[config.mk]
export PLATFORM = sky130hd
export DESIGN_NAME = iocm_decode
export DESIGN_NICKNAME = d
export VERILOG_FILES = /design/src/logic/iocm_pkg.sv /design/src/logic/iocm_decode.sv /design/src/logic/iocm_ch_state.sv
export SDC_FILE = /design/constraint.sdc
export NUM_CORES = 1
export LEC_CHECK = 0
export BUFFER_PORTS_ARGS = -buffer_cell sky130_fd_sc_hd__buf_2
export CORE_MARGIN = 2
export CORE_UTILIZATION = 30
export CTS_CLUSTER_SIZE = 12
export DETAILED_ROUTE_END_ITERATION = 6
export PLACE_DENSITY = 0.57
export RECOVER_POWER = 100
export SLEW_MARGIN = 20
export SYNTH_ARGS = -nofsm -noshare
export SYNTH_HDL_FRONTEND = slang
export SYNTH_HIERARCHICAL = 1
export SYNTH_SLANG_ARGS = --single-unit
[constraint.sdc]
create_clock -name clk -period 1.8 [get_ports clk]
set_input_delay 0.09 -clock clk [delete_from_list [all_inputs] [get_ports clk]]
set_output_delay 0.09 -clock clk [all_outputs]
set_load 0.01 [all_outputs]
[src/logic/iocm_pkg.sv]
package iocm_pkg;
  // Word layout, bit 0 is the most significant bit of a 24-bit word
  localparam int WORD_W      = 24;
  localparam int NUM_CH      = 4;
  localparam int CH_IDX_W    = 2;
  localparam int FC_W        = 2;
  localparam int HI_CNT_W    = 5;
  localparam int OPC_W       = 6;
  localparam int CLS_W       = 2;

  // Instruction fields, given as bit number from the word's left end
  localparam int POS_OPC_LO  = 8;
  localparam int POS_CLS_LO  = 11;
  localparam int POS_MODE    = 12;
  localparam int POS_REC_ARM = 13;
  localparam int POS_ZC_ARM  = 14;
  localparam int POS_FC_LO   = 16;
  localparam int POS_ADDR_HI = 18;
  localparam int POS_CNT_LO  = 23;
  localparam int POS_CH_HI   = 0;
  localparam int POS_CH_LO   = 9;

  localparam logic [OPC_W-1:0] OPC_STD = 6'h02;
  localparam logic [OPC_W-1:0] OPC_DIR = 6'h06;
  localparam logic [CLS_W-1:0] CLS_IO  = 2'h1;

  localparam logic [FC_W-1:0] FC_RECORD_THEN_DISCONNECT = 2'h0;
  localparam logic [FC_W-1:0] FC_SIGNAL_THEN_DISCONNECT = 2'h1;

  typedef struct packed {
    logic                io_mode_select;
    logic                record_end_arm;
    logic                zero_count_arm;
    logic [FC_W-1:0]     terminal_function_code;
    logic                addr_high;
    logic [HI_CNT_W-1:0] word_count_upper;
  } iocm_ch_cfg_t;

  localparam iocm_ch_cfg_t CFG_RESET = '0;
endpackage

[src/logic/iocm_decode.sv]
`timescale 1ns/1ps
`default_nettype none
module iocm_decode
  import iocm_pkg::*;
#(
  parameter int CH = NUM_CH
) (
  input  wire logic                 clk,
  input  wire logic                 rst,
  input  wire logic                 instr_valid,
  input  wire logic [WORD_W-1:0]    instr_word,
  input  wire logic [2*CH-1:0]      disconnect,
  input  wire logic                 int_sys_enable,
  input  wire logic [2*CH-1:0]      zero_count_event,
  input  wire logic [2*CH-1:0]      record_end_event,
  input  wire logic [2*CH-1:0]      input_dir,
  input  wire logic [2*CH-1:0]      prio_grant,
  output logic [2*CH-1:0]           io_mode_select_r,
  output logic [2*CH-1:0]           record_end_arm_r,
  output logic [2*CH-1:0]           zero_count_arm_r,
  output logic [2*CH*FC_W-1:0]      terminal_function_code_r,
  output logic [2*CH-1:0]           addr_high_r,
  output logic [2*CH*HI_CNT_W-1:0]  word_count_upper_r,
  output logic [2*CH-1:0]           int_active_r,
  output logic [2*CH-1:0]           int_waiting_r,
  output logic [2*CH-1:0]           auto_disconnect_r
);
  import iocm_pkg::*;

  // ----------------------------------------------------------------
  // Field extraction
  // ----------------------------------------------------------------
  function automatic logic fbit(input logic [WORD_W-1:0] w, input int pos);
    fbit = w[WORD_W-1-pos];
  endfunction

  logic [OPC_W-1:0]    opc;
  logic [CLS_W-1:0]    cls;
  logic [CH_IDX_W-1:0] sel;
  logic                is_std;
  logic                is_dir;
  iocm_ch_cfg_t        new_cfg;

  always_comb begin
    opc = instr_word[WORD_W-1-POS_OPC_LO +: OPC_W];
    cls = instr_word[WORD_W-1-POS_CLS_LO +: CLS_W];
    sel = {fbit(instr_word, POS_CH_HI), fbit(instr_word, POS_CH_LO)};
    is_std = instr_valid && (opc == OPC_STD) && (cls == CLS_IO);
    is_dir = instr_valid && (opc == OPC_DIR) && (cls == CLS_IO);
  end

  // ----------------------------------------------------------------
  // Field capture
  // ----------------------------------------------------------------
  always_comb begin
    new_cfg = CFG_RESET;
    new_cfg.io_mode_select = fbit(instr_word, POS_MODE);
    new_cfg.record_end_arm = fbit(instr_word, POS_REC_ARM);
    new_cfg.zero_count_arm = fbit(instr_word, POS_ZC_ARM);
    new_cfg.terminal_function_code = instr_word[WORD_W-1-POS_FC_LO +: FC_W];
    new_cfg.addr_high = fbit(instr_word, POS_ADDR_HI);
    new_cfg.word_count_upper = instr_word[WORD_W-1-POS_CNT_LO +: HI_CNT_W];
  end

  // ----------------------------------------------------------------
  // Per-channel state
  // ----------------------------------------------------------------
  iocm_ch_cfg_t cfg     [2*CH];
  iocm_ch_cfg_t eff_cfg [2*CH];
  logic [2*CH-1:0] load;

  genvar g;
  generate
    for (g = 0; g < 2*CH; g++) begin : g_ch
      localparam bit DIRECT = (g >= CH);
      always_comb begin
        eff_cfg[g] = new_cfg;
        if (!DIRECT && !new_cfg.io_mode_select) begin
          eff_cfg[g].record_end_arm         = 1'b0;
          eff_cfg[g].zero_count_arm         = 1'b0;
          eff_cfg[g].terminal_function_code = FC_RECORD_THEN_DISCONNECT;
        end
        if (DIRECT) begin
          eff_cfg[g].io_mode_select = 1'b1;
        end
      end
      assign load[g] = (DIRECT ? is_dir : is_std) && (sel == CH_IDX_W'(g % CH));
      iocm_ch_state u_state (
        .clk        (clk),
        .rst        (rst),
        .load       (load[g]),
        .load_cfg   (eff_cfg[g]),
        .disconnect (disconnect[g] | auto_disconnect_r[g]),
        .force_ext  (1'(DIRECT)),
        .cfg_r      (cfg[g])
      );
    end
  endgenerate

  // ----------------------------------------------------------------
  // Mode and arm outputs
  // ----------------------------------------------------------------
  logic [2*CH-1:0]      mode_nxt;
  logic [2*CH-1:0]      rarm_nxt;
  logic [2*CH-1:0]      zarm_nxt;
  logic [2*CH*FC_W-1:0] fc_nxt;

  always_comb begin
    mode_nxt = '0;
    rarm_nxt = '0;
    zarm_nxt = '0;
    fc_nxt   = '0;
    for (int i = 0; i < 2*CH; i++) begin
      mode_nxt[i]            = cfg[i].io_mode_select;
      rarm_nxt[i]            = cfg[i].record_end_arm;
      zarm_nxt[i]            = cfg[i].zero_count_arm;
      fc_nxt[i*FC_W +: FC_W] = cfg[i].terminal_function_code;
    end
  end

  always_ff @(posedge clk) begin
    if (rst) begin
      io_mode_select_r         <= '0;
      record_end_arm_r         <= '0;
      zero_count_arm_r         <= '0;
      terminal_function_code_r <= '0;
    end else begin
      io_mode_select_r         <= mode_nxt;
      record_end_arm_r         <= rarm_nxt;
      zero_count_arm_r         <= zarm_nxt;
      terminal_function_code_r <= fc_nxt;
    end
  end

  // ----------------------------------------------------------------
  // Address and count outputs
  // ----------------------------------------------------------------
  logic [2*CH-1:0]          ahi_nxt;
  logic [2*CH*HI_CNT_W-1:0] cnt_nxt;

  always_comb begin
    ahi_nxt = '0;
    cnt_nxt = '0;
    for (int i = 0; i < 2*CH; i++) begin
      ahi_nxt[i]                      = cfg[i].addr_high;
      cnt_nxt[i*HI_CNT_W +: HI_CNT_W] = cfg[i].word_count_upper;
    end
  end

  always_ff @(posedge clk) begin
    if (rst) begin
      addr_high_r        <= '0;
      word_count_upper_r <= '0;
    end else begin
      addr_high_r        <= ahi_nxt;
      word_count_upper_r <= cnt_nxt;
    end
  end

  // ----------------------------------------------------------------
  // Interrupt sources
  // ----------------------------------------------------------------
  logic [2*CH-1:0] ext_ev;
  logic [2*CH-1:0] cmp_ev;
  logic [2*CH-1:0] ev;

  always_comb begin
    ext_ev = '0;
    cmp_ev = '0;
    ev     = '0;
    for (int i = 0; i < 2*CH; i++) begin
      ext_ev[i] = (cfg[i].record_end_arm && record_end_event[i]) ||
                  (cfg[i].zero_count_arm && zero_count_event[i]);
      cmp_ev[i] = record_end_event[i] || zero_count_event[i];
      ev[i]     = cfg[i].io_mode_select ? ext_ev[i] : cmp_ev[i];
    end
  end

  // ----------------------------------------------------------------
  // Interrupt level state
  // ----------------------------------------------------------------
  logic [2*CH-1:0] act_nxt;
  logic [2*CH-1:0] wait_nxt;

  always_comb begin
    act_nxt  = int_active_r;
    wait_nxt = int_waiting_r;
    for (int i = 0; i < 2*CH; i++) begin
      // Grant services the active level
      if (int_active_r[i] && prio_grant[i]) begin
        act_nxt[i] = 1'b0;
      end
      if (int_waiting_r[i] && int_sys_enable && prio_grant[i]) begin
        wait_nxt[i] = 1'b0;
        act_nxt[i]  = 1'b1;
      end
      if (ev[i]) begin
        if (int_sys_enable) begin
          act_nxt[i] = 1'b1;
        end else begin
          wait_nxt[i] = 1'b1;
        end
      end
    end
  end

  always_ff @(posedge clk) begin
    if (rst) begin
      int_active_r  <= '0;
      int_waiting_r <= '0;
    end else begin
      int_active_r  <= act_nxt;
      int_waiting_r <= wait_nxt;
    end
  end

  // ----------------------------------------------------------------
  // Terminal function decode
  // ----------------------------------------------------------------
  logic [2*CH-1:0] stop_sel;

  always_comb begin
    stop_sel = '0;
    for (int i = 0; i < 2*CH; i++) begin
      stop_sel[i] = cfg[i].io_mode_select &&
                    (cfg[i].terminal_function_code == FC_SIGNAL_THEN_DISCONNECT);
    end
  end

  // ----------------------------------------------------------------
  // Automatic disconnect
  // ----------------------------------------------------------------
  logic [2*CH-1:0] adisc_nxt;

  always_comb begin
    adisc_nxt = '0;
    for (int i = 0; i < 2*CH; i++) begin
      if (stop_sel[i] && input_dir[i] && (zero_count_event[i] || record_end_event[i])) begin
        adisc_nxt[i] = 1'b1;
      end
    end
  end

  always_ff @(posedge clk) begin
    if (rst) begin
      auto_disconnect_r <= '0;
    end else begin
      auto_disconnect_r <= adisc_nxt;
    end
  end
endmodule
`default_nettype wire

[src/logic/iocm_ch_state.sv]
`timescale 1ns/1ps
`default_nettype none
module iocm_ch_state
  import iocm_pkg::*;
(
  input  wire logic         clk,
  input  wire logic         rst,
  input  wire logic         load,
  input  wire iocm_ch_cfg_t load_cfg,
  input  wire logic         disconnect,
  input  wire logic         force_ext,
  output iocm_ch_cfg_t      cfg_r
);
  iocm_ch_cfg_t cfg_nxt;

  always_comb begin
    cfg_nxt = cfg_r;
    if (load) begin
      cfg_nxt = load_cfg;
    end else if (disconnect) begin
      cfg_nxt.record_end_arm = 1'b0;
      cfg_nxt.zero_count_arm = 1'b0;
    end
    if (force_ext) begin
      cfg_nxt.io_mode_select = 1'b1;
    end
  end

  always_ff @(posedge clk) begin
    if (rst) begin
      cfg_r <= CFG_RESET;
    end else begin
      cfg_r <= cfg_nxt;
    end
  end
endmodule
`default_nettype wire

# == After elaboration in Yosys (flattened, before gate mapping) ==
# Index checks and enable logic that the tools add are counted.
# totals
reg_bits,200
out_inout_bits,112
inputBits,68
wordCells,277
# op_classes
reduce_logical,101
n_mux,97
bitwise,8
eq_ne,14
# op_table
op,n
$logic_and A1 B1 Y1,76
$mux W1,72
$mux W11,4
$mux W2,16
$mux W8,4
$eq A2 B1 Y1 const B,10
$logic_or A1 B1 Y1,16
$reduce_bool A2 Y1,8
$or A1 B1 Y1,8
$eq A6 B2 Y1 const B,1
$eq A6 B3 Y1 const B,1
$eq A2 B2 Y1 const B,2
$mux W4,1
$logic_not A2 Y1,1

# == Longest topological paths before layout ==
# depth
depth_word,6
depth_mapped,6
depth_no_buf,5

# == By module ==
# The synthesis kept the hierarchy.
# by_module_without_submodules
module,instances,area_each_um2,cells_per_inst,seq_area_each_um2
iocm_decode,1,3658.5,339,2242.2
iocm_ch_state,8,395.4,38,220.2

# == Worst setup path before layout ==
# OpenSTA, ideal clock, no wires.
# synth_path
kind,input to register
start,input instr_word[15]
end,register g_ch[0].u_state/cfg_r[0] (netlist bit)
path_buffers,1
setup_time_ns,0.128
required_time_ns,1.672
t_arrival_ns,1.290
setup_slack_ns,0.383
cell_stages,6
path_cell_list,nor4b_4 -> nand3b_1 -> nor3_1 -> buf_4 -> mux2i_1 -> nor2_1
# synth_between
elab_chain_cells,4
# synth_lines
item,line_no,source
from (decl),iocm_decode.sv:11,"input wire logic [WORD_W-1:0] instr_word,"
$eq A6 B2 Y1,iocm_decode.sv:48,is_std = instr_valid && (opc == OPC_STD) && (cls == CLS_IO);
$logic_and A1 B1 Y1 (2 in series),iocm_decode.sv:48,
$logic_and A1 B1 Y1,iocm_decode.sv:87,assign load[g] = (DIRECT ? is_dir : is_std) && (sel == CH_IDX_W'(g % CH));
via load[0],iocm_decode.sv:70,logic [2*CH-1:0] load;
to (signal assigned),iocm_ch_state.sv:33,cfg_r <= cfg_nxt;
to (decl),iocm_ch_state.sv:12,output iocm_ch_cfg_t cfg_r
# The timed path passes the listed nets, and every way through them passes these cells.
# A chain may end at the register's enable or synchronous reset.

==> flow_summary.toml <==
[finish]
nets = 923
drive_gt1_share_pct = 14.3
multiInputGateArea_sq_um = 2660
filler_cell_count = 2266
syn_to_final_growth_pct = 28.5
final_design_area_no_fill_sq_um = 8760
layout_common_cells = "sky130_fd_sc_hd__dfxtp_1 (200), sky130_fd_sc_hd__clkbuf_1 (117), sky130_fd_sc_hd__nor2b_1 (96)"
seqCellArea_sq_um = 4000
final_common_cell = "sky130_fd_sc_hd__dfxtp_1"
diodes = 0

[sta]
number_of_hold_violations_in_the_final_report = 0
skew_ps = 10.8
rsz0062_at_grt = "no"
tightestPinTransition_ps = 747
maximum_frequency_from_static_timing_analysis_ghz = 0.674
number_of_pins_with_negative_max_slew_slack_in_the_final_report = 0
post-route-min-period_ps = 1480
slew_headroom_pct = 50.2
setup_viol = 0
totalNegativeSetupSlack_ps = 0
final_clock_period_utilization_by_the_worst_path_pct = 82.4

[placement]
finalWeightedCongestion = 0.708
dpl-instance-area_sq_um = 8180
post_detail_place_hpwl_mm = 11.5
numPortBuffers = 176

[floorplanning]
fp.coreArea_sq_um = 22500
chipWidth_microns = 155
floorplan.initialDensity_pct = 30.3
design.die.area_sq_um = 24000
floorplan.rows = 55
die_h_microns = 155
boundaryPins = 180

[critical_path]
timing.critical_path.mode_cell = "sky130_fd_sc_hd__dlygate4sd3_1"
critical_path.slowest_cell = "sky130_fd_sc_hd__dlygate4sd3_1"
worstPathCellList = "dlygate4sd3_1 -> buf_6 -> nor2b_1 -> o21ai_0 -> nor2_1 -> dlygate4sd3_1"
cp-end-kind = "flip-flop"
critical_path.max_stage_delay_ps = 560
cp.required_ps = 2160
setup.worst_path.class = "input pin to flip-flop"
path_delay_family = "buffers and inverters"
crit_buf_inv = 3
setup.worst_path.start_class = "input pin"
crit_path_max_fanout = 37
worst-endpoint-arrival_ps = 1840

[clocking]
cts_htree_levels = 4
clk-insertion-delay-late_ps = 420
cts_tree = "built"
path_clk_slew_ps = 80
cts-buffers-inserted = 17
clockRootBuffer = "sky130_fd_sc_hd__clkbuf_16"
clk_path_buf_depth = 2
clock_sinks = 200

[grt]
total_grt_overflow = 0
gr_usage_total_pct = 13.7
grt_pass1_wl_mm = 25.4
grt_max_degree = 39
grt_antenna_before_repair = 0
first_global_vias = 4707

[yosys]
synth.ff_latch_count = 200
synth_compound_gate_area_share_pct = 6.90
synth_fa_ha_area_share_pct = 0
synthXorXnorAreaFrac_pct = 0
synth.lib_cells_used.distinct = 28
cell_area_after_synthesis_sq_um = 6820
combinational_family_with_the_most_area_after_synthesis = "simple AND/OR/NAND/NOR gates"
muxShareOfSynthArea_pct = 10.6
seq_area_frac_synth_pct = 58.7
ys_warn_count = 6
postSynthCellCount = 643
syn_avg_cell_area_sq_um = 10.6
synth_simple_gate_area_share_pct = 21.0

[flow_run]
maxCapViolations = 0

[power]
power.total_mw = 9.11
worst_ir_drop_vdd_v = 0.000536
total_leakage_power_nw = 3.27
powerDensity_nw_per_um2 = 1040

[detailed_routing]
drt_pre_antenna_iters = 4
viasPerCell = 4.28
detail-route-antenna-nets = 0
finalWirelength_mm = 16.4
detailroute.via_count = 4938
drt_drc_violations_left = 0
routedWlPerCell_microns = 14.2
detail_route.iter0.violations = 158

[hold_path]
hold_path_class = "input pin to flip-flop"

[status]
status = "finished, final reports clean"
[synth_stat cells]
library cell | number | share of area [%]
sky130_fd_sc_hd__a22o_1 | 8 | 1.0
sky130_fd_sc_hd__nor4b_4 | 1 | 0.35
sky130_fd_sc_hd__or2_2 | 8 | 0.73
sky130_fd_sc_hd__and3_1 | 7 | 0.64
sky130_fd_sc_hd__nor3_1 | 9 | 0.66
sky130_fd_sc_hd__nand2b_1 | 9 | 0.83
sky130_fd_sc_hd__a21oi_1 | 33 | 2.4
sky130_fd_sc_hd__nor2_1 | 78 | 4.3
sky130_fd_sc_hd__mux2i_1 | 72 | 11
sky130_fd_sc_hd__clkbuf_1 | 8 | 0.44
sky130_fd_sc_hd__o21ai_0 | 9 | 0.66
sky130_fd_sc_hd__buf_2 | 13 | 0.95
sky130_fd_sc_hd__nand3_1 | 1 | 0.073
sky130_fd_sc_hd__nand2_1 | 19 | 1.0
sky130_fd_sc_hd__conb_1 | 2 | 0.11
sky130_fd_sc_hd__and4bb_2 | 1 | 0.18
sky130_fd_sc_hd__inv_1 | 8 | 0.44
sky130_fd_sc_hd__o21ba_2 | 8 | 1.2
sky130_fd_sc_hd__o21bai_1 | 1 | 0.11
sky130_fd_sc_hd__dfxtp_1 | 200 | 59
sky130_fd_sc_hd__and2_1 | 4 | 0.37
sky130_fd_sc_hd__buf_4 | 8 | 0.88
sky130_fd_sc_hd__nor3b_1 | 7 | 0.77
sky130_fd_sc_hd__a211oi_1 | 7 | 0.77
sky130_fd_sc_hd__or3b_1 | 16 | 2.1
sky130_fd_sc_hd__nor2b_1 | 96 | 8.8
sky130_fd_sc_hd__a31oi_1 | 8 | 0.73
sky130_fd_sc_hd__nand3b_1 | 2 | 0.22
[cell type report]
type | count | area share, %
clock buffer | 18 | 5.01
inverter | 8 | 0.343
multi-input combinational | 416 | 30.3
tap | 285 | 4.07
timing repair buffer | 212 | 12.2
sequential | 200 | 45.7
clock inverter | 14 | 2.43
[what timing repair did]
item                                   4_1_cts  5_1_grt
hold buffers                                20        0
setup buffers                                0        0
endpoints found under the hold margin       36        0
resized for setup                            0        0
[sequential cells by signal, indices dropped and copies added (netlist names)]
name,count
auto_disconnect_r,8
int_active_r,8
g_ch.u_state/cfg_r,88
record_end_arm_r,8
word_count_upper_r,40
addr_high_r,8
terminal_function_code_r,16
zero_count_arm_r,8
io_mode_select_r,8
int_waiting_r,8
[path summary, 6_finish.rpt]
check	startpoint	end	slack [ps]	depth (start not counted)
max	rst	auto_disconnect_r[7]	320	6
min reg2reg	g_ch[0].u_state/cfg_r[0]	word_count_upper_r[0]	470	1
max reg2reg	g_ch[7].u_state/cfg_r[6]	auto_disconnect_r[7]	460	4
min	disconnect[1]	g_ch[1].u_state/cfg_r[9]	20	4
[stage by stage]
step                setup slack (ps)  hold WS, ps  cells  utilization [%]
CTS                              328         7.53   1153             40.1
floorplan                        383          159    653                -
global route                     173         25.9   1153             38.9
global placement                 194          316   1101             36.3
finish                           316         24.9   1153             38.9
detailed placement               180          317   1101             36.3
[tightest hold or removal path, delay by kind of cell]
kind	cells	cell delay, ps
and+or+nand+nor	2	190
AOI/OAI and AO/OA	1	50
buffers and inverters	1	70
[where the power goes]
| part | internal, mW | switching, mW |
|---|---|---|
| Clock | 2.41 | 1.77 |
| Combinational | 0.180 | 0.251 |
| Sequential | 4.47 | 0.0325 |
| Total | 7.06 | 2.05 |
[logic make-up after synthesis]
group | after synthesis
mux | 72
buf+inv | 37
simple gates | 258
other cells | 2
compound gates | 74
flops | 200
[metal layers]
layer / vias to the layer above / global-route usage (%) / routed length (microns)
li1: 2550 / - / -
met1: 2253 / 18.6 / 8200
met3: 9 / 4.09 / 853
met5: - / 0 / 0
met4: 0 / 3.31 / 113
met2: 126 / 21.6 / 7250
Power figures use the tool's default switching activity.
